[src/shared/cc_defines.svh]
// Register offsets, field positions, reset values and write masks of the capture/compare channels.
`ifndef CC_DEFINES_SVH
`define CC_DEFINES_SVH
// =====================================================================
// Register byte offsets
`define OFF_CH1_CTRL    8'h24
`define OFF_CH2_CTRL    8'h28
`define OFF_CH3_CTRL    8'h2C
`define OFF_CH1_VAL_A   8'h3C
`define OFF_CH1_VAL_B   8'h40
`define OFF_CH2_VAL_A   8'h44
`define OFF_CH2_VAL_B   8'h48
`define OFF_CH3_VAL_A   8'h4C
`define OFF_CH3_VAL_B   8'h50
`define OFF_CH4_VAL     8'h54
`define OFF_CH4_CTRL    8'h58
// =====================================================================
// Channel 1..3 control fields
`define F_FORCE_B       15
`define F_FORCE_A       14
`define F_DMA_B         11
`define F_DMA_A         10
`define F_IRQ_B         9
`define F_IRQ_A         8
`define F_PRE_B         7
`define F_PRE_A         6
`define F_FUNC_B        5
`define F_FUNC_A        4
`define F_SEL_B_HI      3
`define F_SEL_B_LO      2
`define F_SEL_A_HI      1
`define F_SEL_A_LO      0
`define CTRL_RESET      16'h3000
`define CTRL_RW_MASK    16'h3FFF
// Channel 4 control fields
`define F4_EN           5
`define F4_CENTER_HI    4
`define F4_CENTER_LO    3
`define F4_DMA          2
`define F4_IRQ          1
`define F4_PRE          0
`define CTRL4_RESET     16'h0000
`define CTRL4_MASK      16'h003F
`define VAL_RESET       16'h0000
// Edge select codes
`define EDGE_RISE       2'h1
`define EDGE_FALL       2'h2
`define EDGE_BOTH       2'h3
// Brake level codes
`define BRK_HIZ         2'h0
`define BRK_KEEP        2'h1
`define BRK_LOW         2'h2
`define BRK_HIGH        2'h3
`endif

[src/shared/cc_pkg.sv]
// Types shared by the capture/compare channel block.
package cc_pkg;
	// =====================================================================
	// Request bundle from one sub-channel.
	typedef struct packed {
		logic irq;
		logic dma;
	} req_t;
	// Brake drive of one output: enable and level.
	typedef struct packed {
		logic oe;
		logic level;
	} brake_drive_t;
endpackage

[src/verilog/timer_channel_capture_compare.sv]
// Capture/compare channel control for a 16-bit timer, APB slave with channels 1 to 4.
//
// Our own choice: register access over APB.
`include "cc_defines.svh"
module timer_channel_capture_compare #(
	parameter int CNT_W = 16
) (
	input  wire logic                        sys_clk,
	input  wire logic                        resetn,
	input  wire logic                        psel,
	input  wire logic                        penable,
	input  wire logic                        pwrite,
	input  wire logic [7:0]                  paddr,
	input  wire logic [31:0]                 pwdata,
	output logic      [31:0]                 prdata,
	output logic                             pready,
	output logic                             pslverr,
	input  wire logic [CNT_W-1:0]            counter,
	input  wire logic                        count_down,
	input  wire logic                        center_mode,
	input  wire logic                        update_event,
	input  wire logic                        brake_active,
	input  wire logic [5:0]                  capture_in,
	input  wire logic [6:0]                  compare_match,
	output logic      [6:0][CNT_W-1:0]       active_value,
	output cc_pkg::brake_drive_t [5:0]       brake_drive,
	output logic                             timer_irq,
	output logic      [6:0]                  dma_req,
	output logic                             ch4_compare_en
);
	// =====================================================================
	// Parameter check at elaboration: value registers and bus lanes are 16 bits wide.
	if (CNT_W != 16) begin : g_bad_width
		$error("Counter width must be 16");
	end

	// =====================================================================
	// Decode helpers. Index 0..5: ch1A, ch1B, ch2A, ch2B, ch3A, ch3B; 6: ch4.
	function automatic logic [7:0] val_off(input int i);
		case (i)
			0: val_off = `OFF_CH1_VAL_A;
			1: val_off = `OFF_CH1_VAL_B;
			2: val_off = `OFF_CH2_VAL_A;
			3: val_off = `OFF_CH2_VAL_B;
			4: val_off = `OFF_CH3_VAL_A;
			5: val_off = `OFF_CH3_VAL_B;
			default: val_off = `OFF_CH4_VAL;
		endcase
	endfunction

	function automatic logic [7:0] ctrl_off(input int c);
		case (c)
			0: ctrl_off = `OFF_CH1_CTRL;
			1: ctrl_off = `OFF_CH2_CTRL;
			default: ctrl_off = `OFF_CH3_CTRL;
		endcase
	endfunction

	// Edge detection for a given capture select code.
	function automatic logic edge_hit(input logic [1:0] sel, input logic rise, input logic fall);
		edge_hit = ((sel == `EDGE_RISE) && rise) || ((sel == `EDGE_FALL) && fall) ||
			((sel == `EDGE_BOTH) && (rise || fall));
	endfunction

	// =====================================================================
	// APB access strobes. Zero wait states; unmapped addresses answer an error.
	logic wr_access;
	logic rd_access;
	logic ch4_ctrl_hit;
	logic [2:0] ctrl_hit;
	logic [6:0] val_hit;
	assign wr_access    = psel && penable && pwrite;
	assign rd_access    = psel && penable && !pwrite;
	assign ch4_ctrl_hit = (paddr == `OFF_CH4_CTRL);
	assign pready       = 1'b1;
	assign pslverr      = psel && penable && !(|ctrl_hit || |val_hit || ch4_ctrl_hit);

	// =====================================================================
	// Channel 4 control register.
	logic [15:0] ctrl4_q;
	logic [15:0] ctrl4_d;
	assign ctrl4_d = (wr_access && ch4_ctrl_hit) ? (pwdata[15:0] & `CTRL4_MASK) : ctrl4_q;
	always_ff @(posedge sys_clk) begin
		if (!resetn) begin
			ctrl4_q <= `CTRL4_RESET;
		end else begin
			ctrl4_q <= ctrl4_d;
		end
	end
	assign ch4_compare_en = ctrl4_q[`F4_EN];

	// =====================================================================
	// Channels 1..3: identical control registers and two sub-channels each.
	logic [2:0][15:0] ctrl_q;
	logic [6:0][15:0] shadow_q;
	logic [6:0][15:0] active_q;
	logic [5:0]       cap_prev_q;
	logic [5:0]       force_q;
	logic [6:0]       event_w;
	logic [6:0]       preload_w;
	logic [6:0]       capture_w;
	cc_pkg::req_t [6:0] req_q;

	genvar c;
	generate
		for (c = 0; c < 3; c++) begin : g_ctrl
			assign ctrl_hit[c] = (paddr == ctrl_off(c));
			// Force bits clear themselves one cycle after being written.
			logic [15:0] cd;
			assign cd = (wr_access && ctrl_hit[c]) ? pwdata[15:0] :
				{2'b00, ctrl_q[c][13:0]};
			always_ff @(posedge sys_clk) begin
				if (!resetn) begin
					ctrl_q[c] <= `CTRL_RESET;
				end else begin
					ctrl_q[c] <= cd;
				end
			end
			assign force_q[2*c]   = ctrl_q[c][`F_FORCE_A];
			assign force_q[2*c+1] = ctrl_q[c][`F_FORCE_B];
		end
	endgenerate

	genvar s;
	generate
		for (s = 0; s < 6; s++) begin : g_sub
			localparam int CH = s / 2;
			localparam bit IS_B = (s % 2) == 1;
			logic       capture_mode;
			logic [1:0] sel;
			logic       irq_en;
			logic       dma_en;
			logic       rise;
			logic       fall;
			logic       cap_hit;
			// Field selection differs only in bit positions between A and B.
			assign capture_mode = IS_B ? ctrl_q[CH][`F_FUNC_B] : ctrl_q[CH][`F_FUNC_A];
			assign capture_w[s] = capture_mode;
			assign sel = IS_B ? ctrl_q[CH][`F_SEL_B_HI:`F_SEL_B_LO] :
				ctrl_q[CH][`F_SEL_A_HI:`F_SEL_A_LO];
			assign preload_w[s] = !capture_mode &&
				(IS_B ? ctrl_q[CH][`F_PRE_B] : ctrl_q[CH][`F_PRE_A]);
			assign irq_en = IS_B ? ctrl_q[CH][`F_IRQ_B] : ctrl_q[CH][`F_IRQ_A];
			assign dma_en = IS_B ? ctrl_q[CH][`F_DMA_B] : ctrl_q[CH][`F_DMA_A];
			assign rise = capture_in[s] && !cap_prev_q[s];
			assign fall = !capture_in[s] && cap_prev_q[s];
			assign cap_hit = capture_mode && (edge_hit(sel, rise, fall) || force_q[s]);
			assign event_w[s] = cap_hit ||
				(!capture_mode && (compare_match[s] || force_q[s]));
			// Brake drive in compare mode: off for codes 00 and 01, low or high.
			always_comb begin
				brake_drive[s] = '{oe: 1'b0, level: 1'b0};
				if (brake_active && !capture_mode) begin
					case (sel)
						`BRK_LOW:  brake_drive[s] = '{oe: 1'b1, level: 1'b0};
						`BRK_HIGH: brake_drive[s] = '{oe: 1'b1, level: 1'b1};
						default:   brake_drive[s] = '{oe: 1'b0, level: 1'b0};
					endcase
				end
			end
			always_ff @(posedge sys_clk) begin
				if (!resetn) begin
					cap_prev_q[s] <= 1'b0;
					req_q[s]      <= '0;
				end else begin
					cap_prev_q[s] <= capture_in[s];
					// Requests follow the event by one cycle, the same edge that stores the capture.
					req_q[s].irq <= event_w[s] && irq_en;
					req_q[s].dma <= event_w[s] && dma_en;
				end
			end
		end
	endgenerate

	// =====================================================================
	// Channel 4 interrupt: plain match, or in centre mode only the selected direction; the DMA request is not filtered.
	logic [1:0] center_irq_sel;
	logic       ch4_dir_ok;
	assign center_irq_sel = ctrl4_q[`F4_CENTER_HI:`F4_CENTER_LO];
	assign ch4_dir_ok = !center_mode || (center_irq_sel[0] && !count_down) ||
		(center_irq_sel[1] && count_down);
	assign event_w[6] = compare_match[6] && ctrl4_q[`F4_EN];
	assign preload_w[6] = ctrl4_q[`F4_PRE];
	assign capture_w[6] = 1'b0;
	always_ff @(posedge sys_clk) begin
		if (!resetn) begin
			req_q[6] <= '0;
		end else begin
			req_q[6].irq <= event_w[6] && ctrl4_q[`F4_IRQ] && ch4_dir_ok;
			req_q[6].dma <= event_w[6] && ctrl4_q[`F4_DMA];
		end
	end

	// =====================================================================
	// Value registers: shadow takes writes, active feeds compare and holds captures.
	genvar v;
	generate
		for (v = 0; v < 7; v++) begin : g_val
			logic wr;
			logic cap;
			assign val_hit[v] = (paddr == val_off(v));
			assign wr  = wr_access && val_hit[v];
			assign cap = event_w[v] && capture_w[v];
			always_ff @(posedge sys_clk) begin
				if (!resetn) begin
					shadow_q[v] <= `VAL_RESET;
					active_q[v] <= `VAL_RESET;
				end else begin
					if (wr) begin
						shadow_q[v] <= pwdata[15:0];
					end
					if (cap) begin
						active_q[v] <= counter;
						shadow_q[v] <= counter;
					end else if (wr && !preload_w[v]) begin
						active_q[v] <= pwdata[15:0];
					end else if (update_event && preload_w[v]) begin
						active_q[v] <= shadow_q[v];
					end
				end
			end
			assign active_value[v] = active_q[v];
		end
	endgenerate

	// =====================================================================
	// Read mux; upper bits read as zero.
	always_comb begin
		prdata = 32'h0000_0000;
		if (rd_access) begin
			for (int i = 0; i < 3; i++) begin
				if (ctrl_hit[i]) begin
					prdata = {16'h0000, ctrl_q[i]};
				end
			end
			for (int j = 0; j < 7; j++) begin
				if (val_hit[j]) begin
					prdata = {16'h0000, shadow_q[j]};
				end
			end
			if (ch4_ctrl_hit) begin
				prdata = {16'h0000, ctrl4_q};
			end
		end
	end

	// =====================================================================
	// Request outputs.
	always_comb begin
		timer_irq = 1'b0;
		for (int k = 0; k < 7; k++) begin
			timer_irq = timer_irq | req_q[k].irq;
			dma_req[k] = req_q[k].dma;
		end
	end
endmodule

[config.mk]
export PLATFORM = sky130hd
export DESIGN_NAME = timer_channel_capture_compare
export DESIGN_NICKNAME = d
export VERILOG_FILES = /design/src/shared/cc_pkg.sv /design/src/verilog/timer_channel_capture_compare.sv
export VERILOG_INCLUDE_DIRS = /design/src /design/src/shared
export SDC_FILE = /design/constraint.sdc
export NUM_CORES = 1
export LEC_CHECK = 0
export BUFFER_PORTS_ARGS = -buffer_cell sky130_fd_sc_hd__buf_2
export CAP_MARGIN = 20
export CORE_MARGIN = 3
export CORE_UTILIZATION = 62
export CTS_CLUSTER_DIAMETER = 50
export DETAILED_ROUTE_END_ITERATION = 10
export PLACE_DENSITY = 0.86
export SYNTH_ARGS = -nofsm -noshare
export SYNTH_HDL_FRONTEND = slang
export SYNTH_SLANG_ARGS = --single-unit
[constraint.sdc]
create_clock -name sys_clk -period 3.48 [get_ports sys_clk]
set_input_delay 0.522 -clock sys_clk [delete_from_list [all_inputs] [get_ports sys_clk]]
set_output_delay 0.522 -clock sys_clk [all_outputs]
set_load 0.02 [all_outputs]
Yosys cells after proc, flatten, opt, wreduce, memory -nomap -nowiden
Index checks and enable logic that the tools add are counted.
- $add $sub $neg: 0
- multiply operators: 0
- divide/modulo/power cells: 0
- order comparisons: 0
- equality and inequality tests: 29
- shift-type cells: 0
- multiplexer cells: 56
- bitwise operators: 6
- reduce and logical (&&, ||, !) cells: 194
- operators with widths (kind ; count):
    $mux W16 ; 33
    $mux W32 ; 11
    $logic_and A1 B1 Y1 ; 107
    $eq A8 B7 Y1 const B ; 7
    $logic_or A1 B1 Y1 ; 40
    $eq A8 B6 Y1 const B ; 4
    $logic_not A1 Y1 ; 29
    $eq A2 B2 Y1 const B ; 12
    $pmux W2 S2 ; 6
    $reduce_bool A3 Y1 ; 6
    $reduce_bool A2 Y1 ; 7
    $eq A2 B1 Y1 const B ; 6
    $mux W2 ; 6
    $reduce_or A7 Y1 ; 1
    $or A1 B1 Y1 ; 6
    $reduce_and A2 Y1 ; 3
    $reduce_or A3 Y1 ; 1
- flip-flop bits (word level): 298
- latch bits: 0
- bits in writable memories: 0
- memory bits (read-only): 0
- input port bits: 78
- output and inout bits: 167
- word-level logic and storage cells: 326
- memories: 0

Longest topological paths before layout
- depth in word-level cells: 13
- depth in mapped cells: 10
- gate-level depth less buffers: 8

Worst setup path after synthesis
Ideal clock, no wire load.
- kind: input to output
- start point: input paddr[1]
- end point: output prdata[5]
- data arrival time: 2542 ps
- required time: 2958 ps
- slack: 416 ps
- cell stages on the path: 6
- buffers on the path: 1
- path through: buf_2 -> or2_2 -> or4_1 -> o32ai_1 -> a211oi_1 -> o32ai_1
- cells in the longest elaborated chain, start to end: 13
- elaborated cells between the ends (all ways): 23
- classes of those cells: eq/ne: 11; mux: 12
- RTL lines (item ; line ; text):
    start, declared ; timer_channel_capture_compare.sv:13 ; input wire logic [7:0] paddr,
    $eq A8 B6 Y1 ; timer_channel_capture_compare.sv:107 ; assign ctrl_hit[c] = (paddr == ctrl_off(c));
    $mux W16 ; timer_channel_capture_compare.sv:232 ; if (ctrl_hit[i]) begin
    $mux W32 (2 in a row) ; timer_channel_capture_compare.sv:232 ;
    $mux W32 (7 in a row) ; timer_channel_capture_compare.sv:237 ; if (val_hit[j]) begin
    $mux W32 * ; timer_channel_capture_compare.sv:241 ; if (ch4_ctrl_hit) begin
    $mux W32 * ; timer_channel_capture_compare.sv:230 ; if (rd_access) begin
    end, declared ; timer_channel_capture_compare.sv:15 ; output logic [31:0] prdata,
Every way passes the cells marked *; elsewhere a longest branch is shown, timed or not.

Worst setup path after layout
- start point: input paddr[6]
- end point: output prdata[10]
Same word-level chain as after synthesis.

==> summary.txt <==
Run status
  – Outcome: finished, violations left
  – Failing checks: DRC, setup timing

Critical path
  – Most frequent CP cell: buf_2
  – Worst stage delay on the critical path: between 0.6 and 0.7 ns
  – Reg2Reg Setup Slack: roughly 0.84 ns
  – Crit path arrival time: between 2 and 3 ns
  – Worst r2r src: cap_prev_q[3]
  – Crit-path max FO: 8
  – R2R cell count: 8
  – Type of origin of the critical path: primary input
  – CP Depth: 8
  – CP max-delay cell: or4b_1
  – Critical Path Sink Type: primary output
  – Top delay family on crit path: compound AO/OA/AOI/OAI gates
  – Launch point of the worst path: paddr[6]
  – Req. time, crit path: just under 3 ns
  – CP bufs+invs: 2
  – Setup Crit Path Kind: primary input to primary output
  – Crit path capture: prdata[10]
  – Cell chain of the critical path: buf_2 > or4b_1 > nor2_1 > a22oi_1 > a2111oi_0 > nor3_1 > o31ai_1 > buf_2
  – RR Endpoint: active_value[48]

Pwr
  – Comb power frac: 0.061
  – Psw: between 0.0015 and 0.002 W
  – Switching share of power: 0.241
  – Clock Power Share: 0.488
  – Power per cell area: about 430 nW/um^2
  – Sequential power share: 0.451
  – Static leakage: ~7.0 nW
  – Maximum vdd drop: 488 uV
  – Int Power: ~0.0058 W

STA
  – Final worst path period need: ~3.5 ns
  – Final setup violating endpoints: 1
  – Max Slew Vio Count: 0
  – Final worst-path cycle share: 1.00
  – Actual transition at the worst max-transition pin: around 1.0 ns
  – Relative slew slack: 0.318
  – Worst setup margin: -0.00894 ns
  – FMAX: 287 MHz
  – RSZ-0062 raised after global routing: no
  – Setup TNS: -0.00894 ns
  – Endpoints failing hold: 0
  – Worst Skew: about 0.020 ns

Synthesis
  – Most frequent cells after synthesis: nand2_1 (367), dfxtp_1 (298), a21oi_1 (158)
  – Area fraction of the dominant cell type after synthesis: 0.392
  – Synth warnings: 0
  – Largest area contributor in the netlist: dfxtp_1
  – Post-synthesis sequential area ratio: 0.392
  – Most frequent cell after synthesis: nand2_1
  – Cell Area, Synth: between 15,000 and 20,000 sq um
  – Asr flop ratio synth: 0
  – Top area cells in the synthesized netlist: dfxtp_1 (39%), nand2_1 (9.0%), a21oi_1 (5.2%)
  – Mean area per synthesized cell: between 7 and 8 sq um
  – Number of synthesized flops with an enable pin: 0
  – #FFs+latches synth: between 200 and 300
  – Cell count after synthesis: between 1,500 and 2,000
  – Yosys cell types: 76
  – Predominant post-synthesis flop cell: dfxtp_1

Route
  – ANT nets after route: 0
  – Per-cell routed wire length: 24.5 um
  – Iter 0 DRT Violations: about 2,600
  – Vias post-DR: between 15,000 and 20,000
  – Drt first pass iters: 11
  – Total Wirelength: a little under 60 mm
  – Residual DRC: 1
  – Vias per cell: 6.89

Layout
  – Layout net count: 2,169
  – Area of the multi-input gates: between 8000 and 9000 sq um
  – Final Core Density: 0.738
  – Antenna Cells: 0
  – Number of fill cells in the layout: ~1,800
  – Storage cell area: slightly below 6000 sq um
  – Fraction of final layout cells sized beyond drive strength 1: 0.190
  – Synth-to-Final Area Change: 15.4%

Die
  – Die H: 163 um
  – Die area: roughly 26,000 sq um
  – IO Count: ~250
  – Std cell rows: between 50 and 60
  – Chip width: between 150 and 200 um
  – CORE AREA: about 24,000 sq um
  – Starting density of the core: 0.640

Clocking
  – Clock Tree Buf Depth: 3
  – Total CTS buffers: 31
  – Hold_buf cts: 0
  – Clock H-tree levels: 1
  – Num Clock Sinks: 298
  – Setup repair bufs after CTS: 0
  – Later-pin clock latency in the skew report: 0.58 ns
  – CTS root buf: clkbuf_16
  – CTS tree: built
  – Clock slew seen by the registers of the worst setup and hold paths: approximately 0.06 ns

Global route
  – Total track usage: 0.431
  – Total congestion overflow: 0
  – Number of global-route vias before repair: approximately 15,000
  – Global-route wire length before repair: a little under 90 mm
  – Antenna violations before repair: 0
  – Largest net degree at the start of global routing: around 110

Run
  – Max-Cap Viols: 0

Place
  – HPWL Detailed: about 40 mm
  – Port bufs: around 210
  – RePlAce Congestion: approximately 1.0

Hold path
  – Worst Hold Class: primary input to flip-flop
  – Hold Path Stages: 2
-- layout by cell type (no fill, tap or decap), types with 10 or more instances in the layout --
master     count
a211oi_1      31
inv_1         19
o22ai_1       15
dfxtp_1      298
a222oi_1      14
nand3_1       44
a22oi_1       54
a32oi_1       14
nor2_1       155
a31oi_1       37
conb_1        17
o221ai_1      26
nand2b_1      25
ha_1          12
nor3_1        10
nand2_1      367
o21ai_0      150
and2_1        17
or2_2         10
mux2i_1       46
a2bb2oi_1     20
and3b_1       11
mux2_2        15
buf_4         77
a21oi_1      158
a21o_1        18
clkbuf_16     31
buf_2        211
o21a_1        16
a311oi_1      50
-- metrics by stage --
step,total power [W],instance area [sq um],setup WS (ns),std cells,hold WS (ns)
finish,0.00758,17600,-0.00894,2423,0.137
detailed placement,0.00393,16400,-0.00181,2364,0.446
CTS,0.00754,17600,0.0628,2422,0.131
floorplan,0.00376,15300,0.416,1976,0.435
global route,0.00773,17600,0.00807,2423,0.148
global placement,0.00392,16400,0.0156,2364,0.439
-- area by class of cell --
| class | count | share of cell area |
|---|---|---|
| Timing Repair Buffer | 291 | 0.0964 |
| Inverter | 20 | 0.00441 |
| Clock buffer | 39 | 0.0475 |
| Multi-Input combinational cell | 1437 | 0.473 |
| Sequential cell | 298 | 0.339 |
| Tap cell | 319 | 0.0227 |
| Clock inverter | 19 | 0.0169 |
-- state kept, by name, summed over array words and instances, names as in the netlist --
register      cells
active_value    112
shadow_q        112
ctrl_q           42
dma_req           7
req_q             7
cap_prev_q        6
capture_w         6
ctrl4_q           6
-- cell families (layout without fill, tap and decap cells) --
group,after synthesis,in the layout,synth area share
and+or+nand+nor,690,690,0.204
DFF,298,298,0.392
AOI/OAI and AO/OA,657,657,0.283
other,2,17,0.000493
muxes,61,61,0.0413
buffers and inverters,241,369,0.0694
adders and majority gates,12,12,0.00985
-- how the worst min path moves through the flow --
stage	end	slack [ns]	from
floorplan	ctrl_q[44]	0.44	ctrl_q[44]
global placement	active_value[100]	0.44	active_value[100]
detailed placement	active_value[101]	0.45	active_value[101]
CTS	req_q[13]	0.13	center_mode
global route	req_q[13]	0.15	center_mode
finish	req_q[13]	0.14	center_mode
-- power groups by stage --
stage,logic (W),registers (W),clock network [W]
after global routing,0.000471,0.00342,0.00384
after CTS,0.000433,0.00342,0.00369
final,0.000460,0.00342,0.00370
after global placement,0.000425,0.00349,0
after detailed placement,0.000430,0.00350,0
after floorplan,0.000260,0.00350,0
-- per-layer routing --
layer / share of wire / vias to the layer above / track usage
met3: 0.14 / 303 / 0.104
li1: - / 7249 / -
met4: 0.067 / 0 / 0.211
met1: 0.37 / 7752 / 0.577
met2: 0.43 / 1392 / 0.653
met5: 0 / - / 0
-- what timing repair did --
action | 4_1_cts | 5_1_grt
hold endpoints to repair | 0 | 0
gates resized for setup | 1 | 3
setup endpoints to repair | 1 | 2
Note: power is estimated with default switching activity, not from simulation.
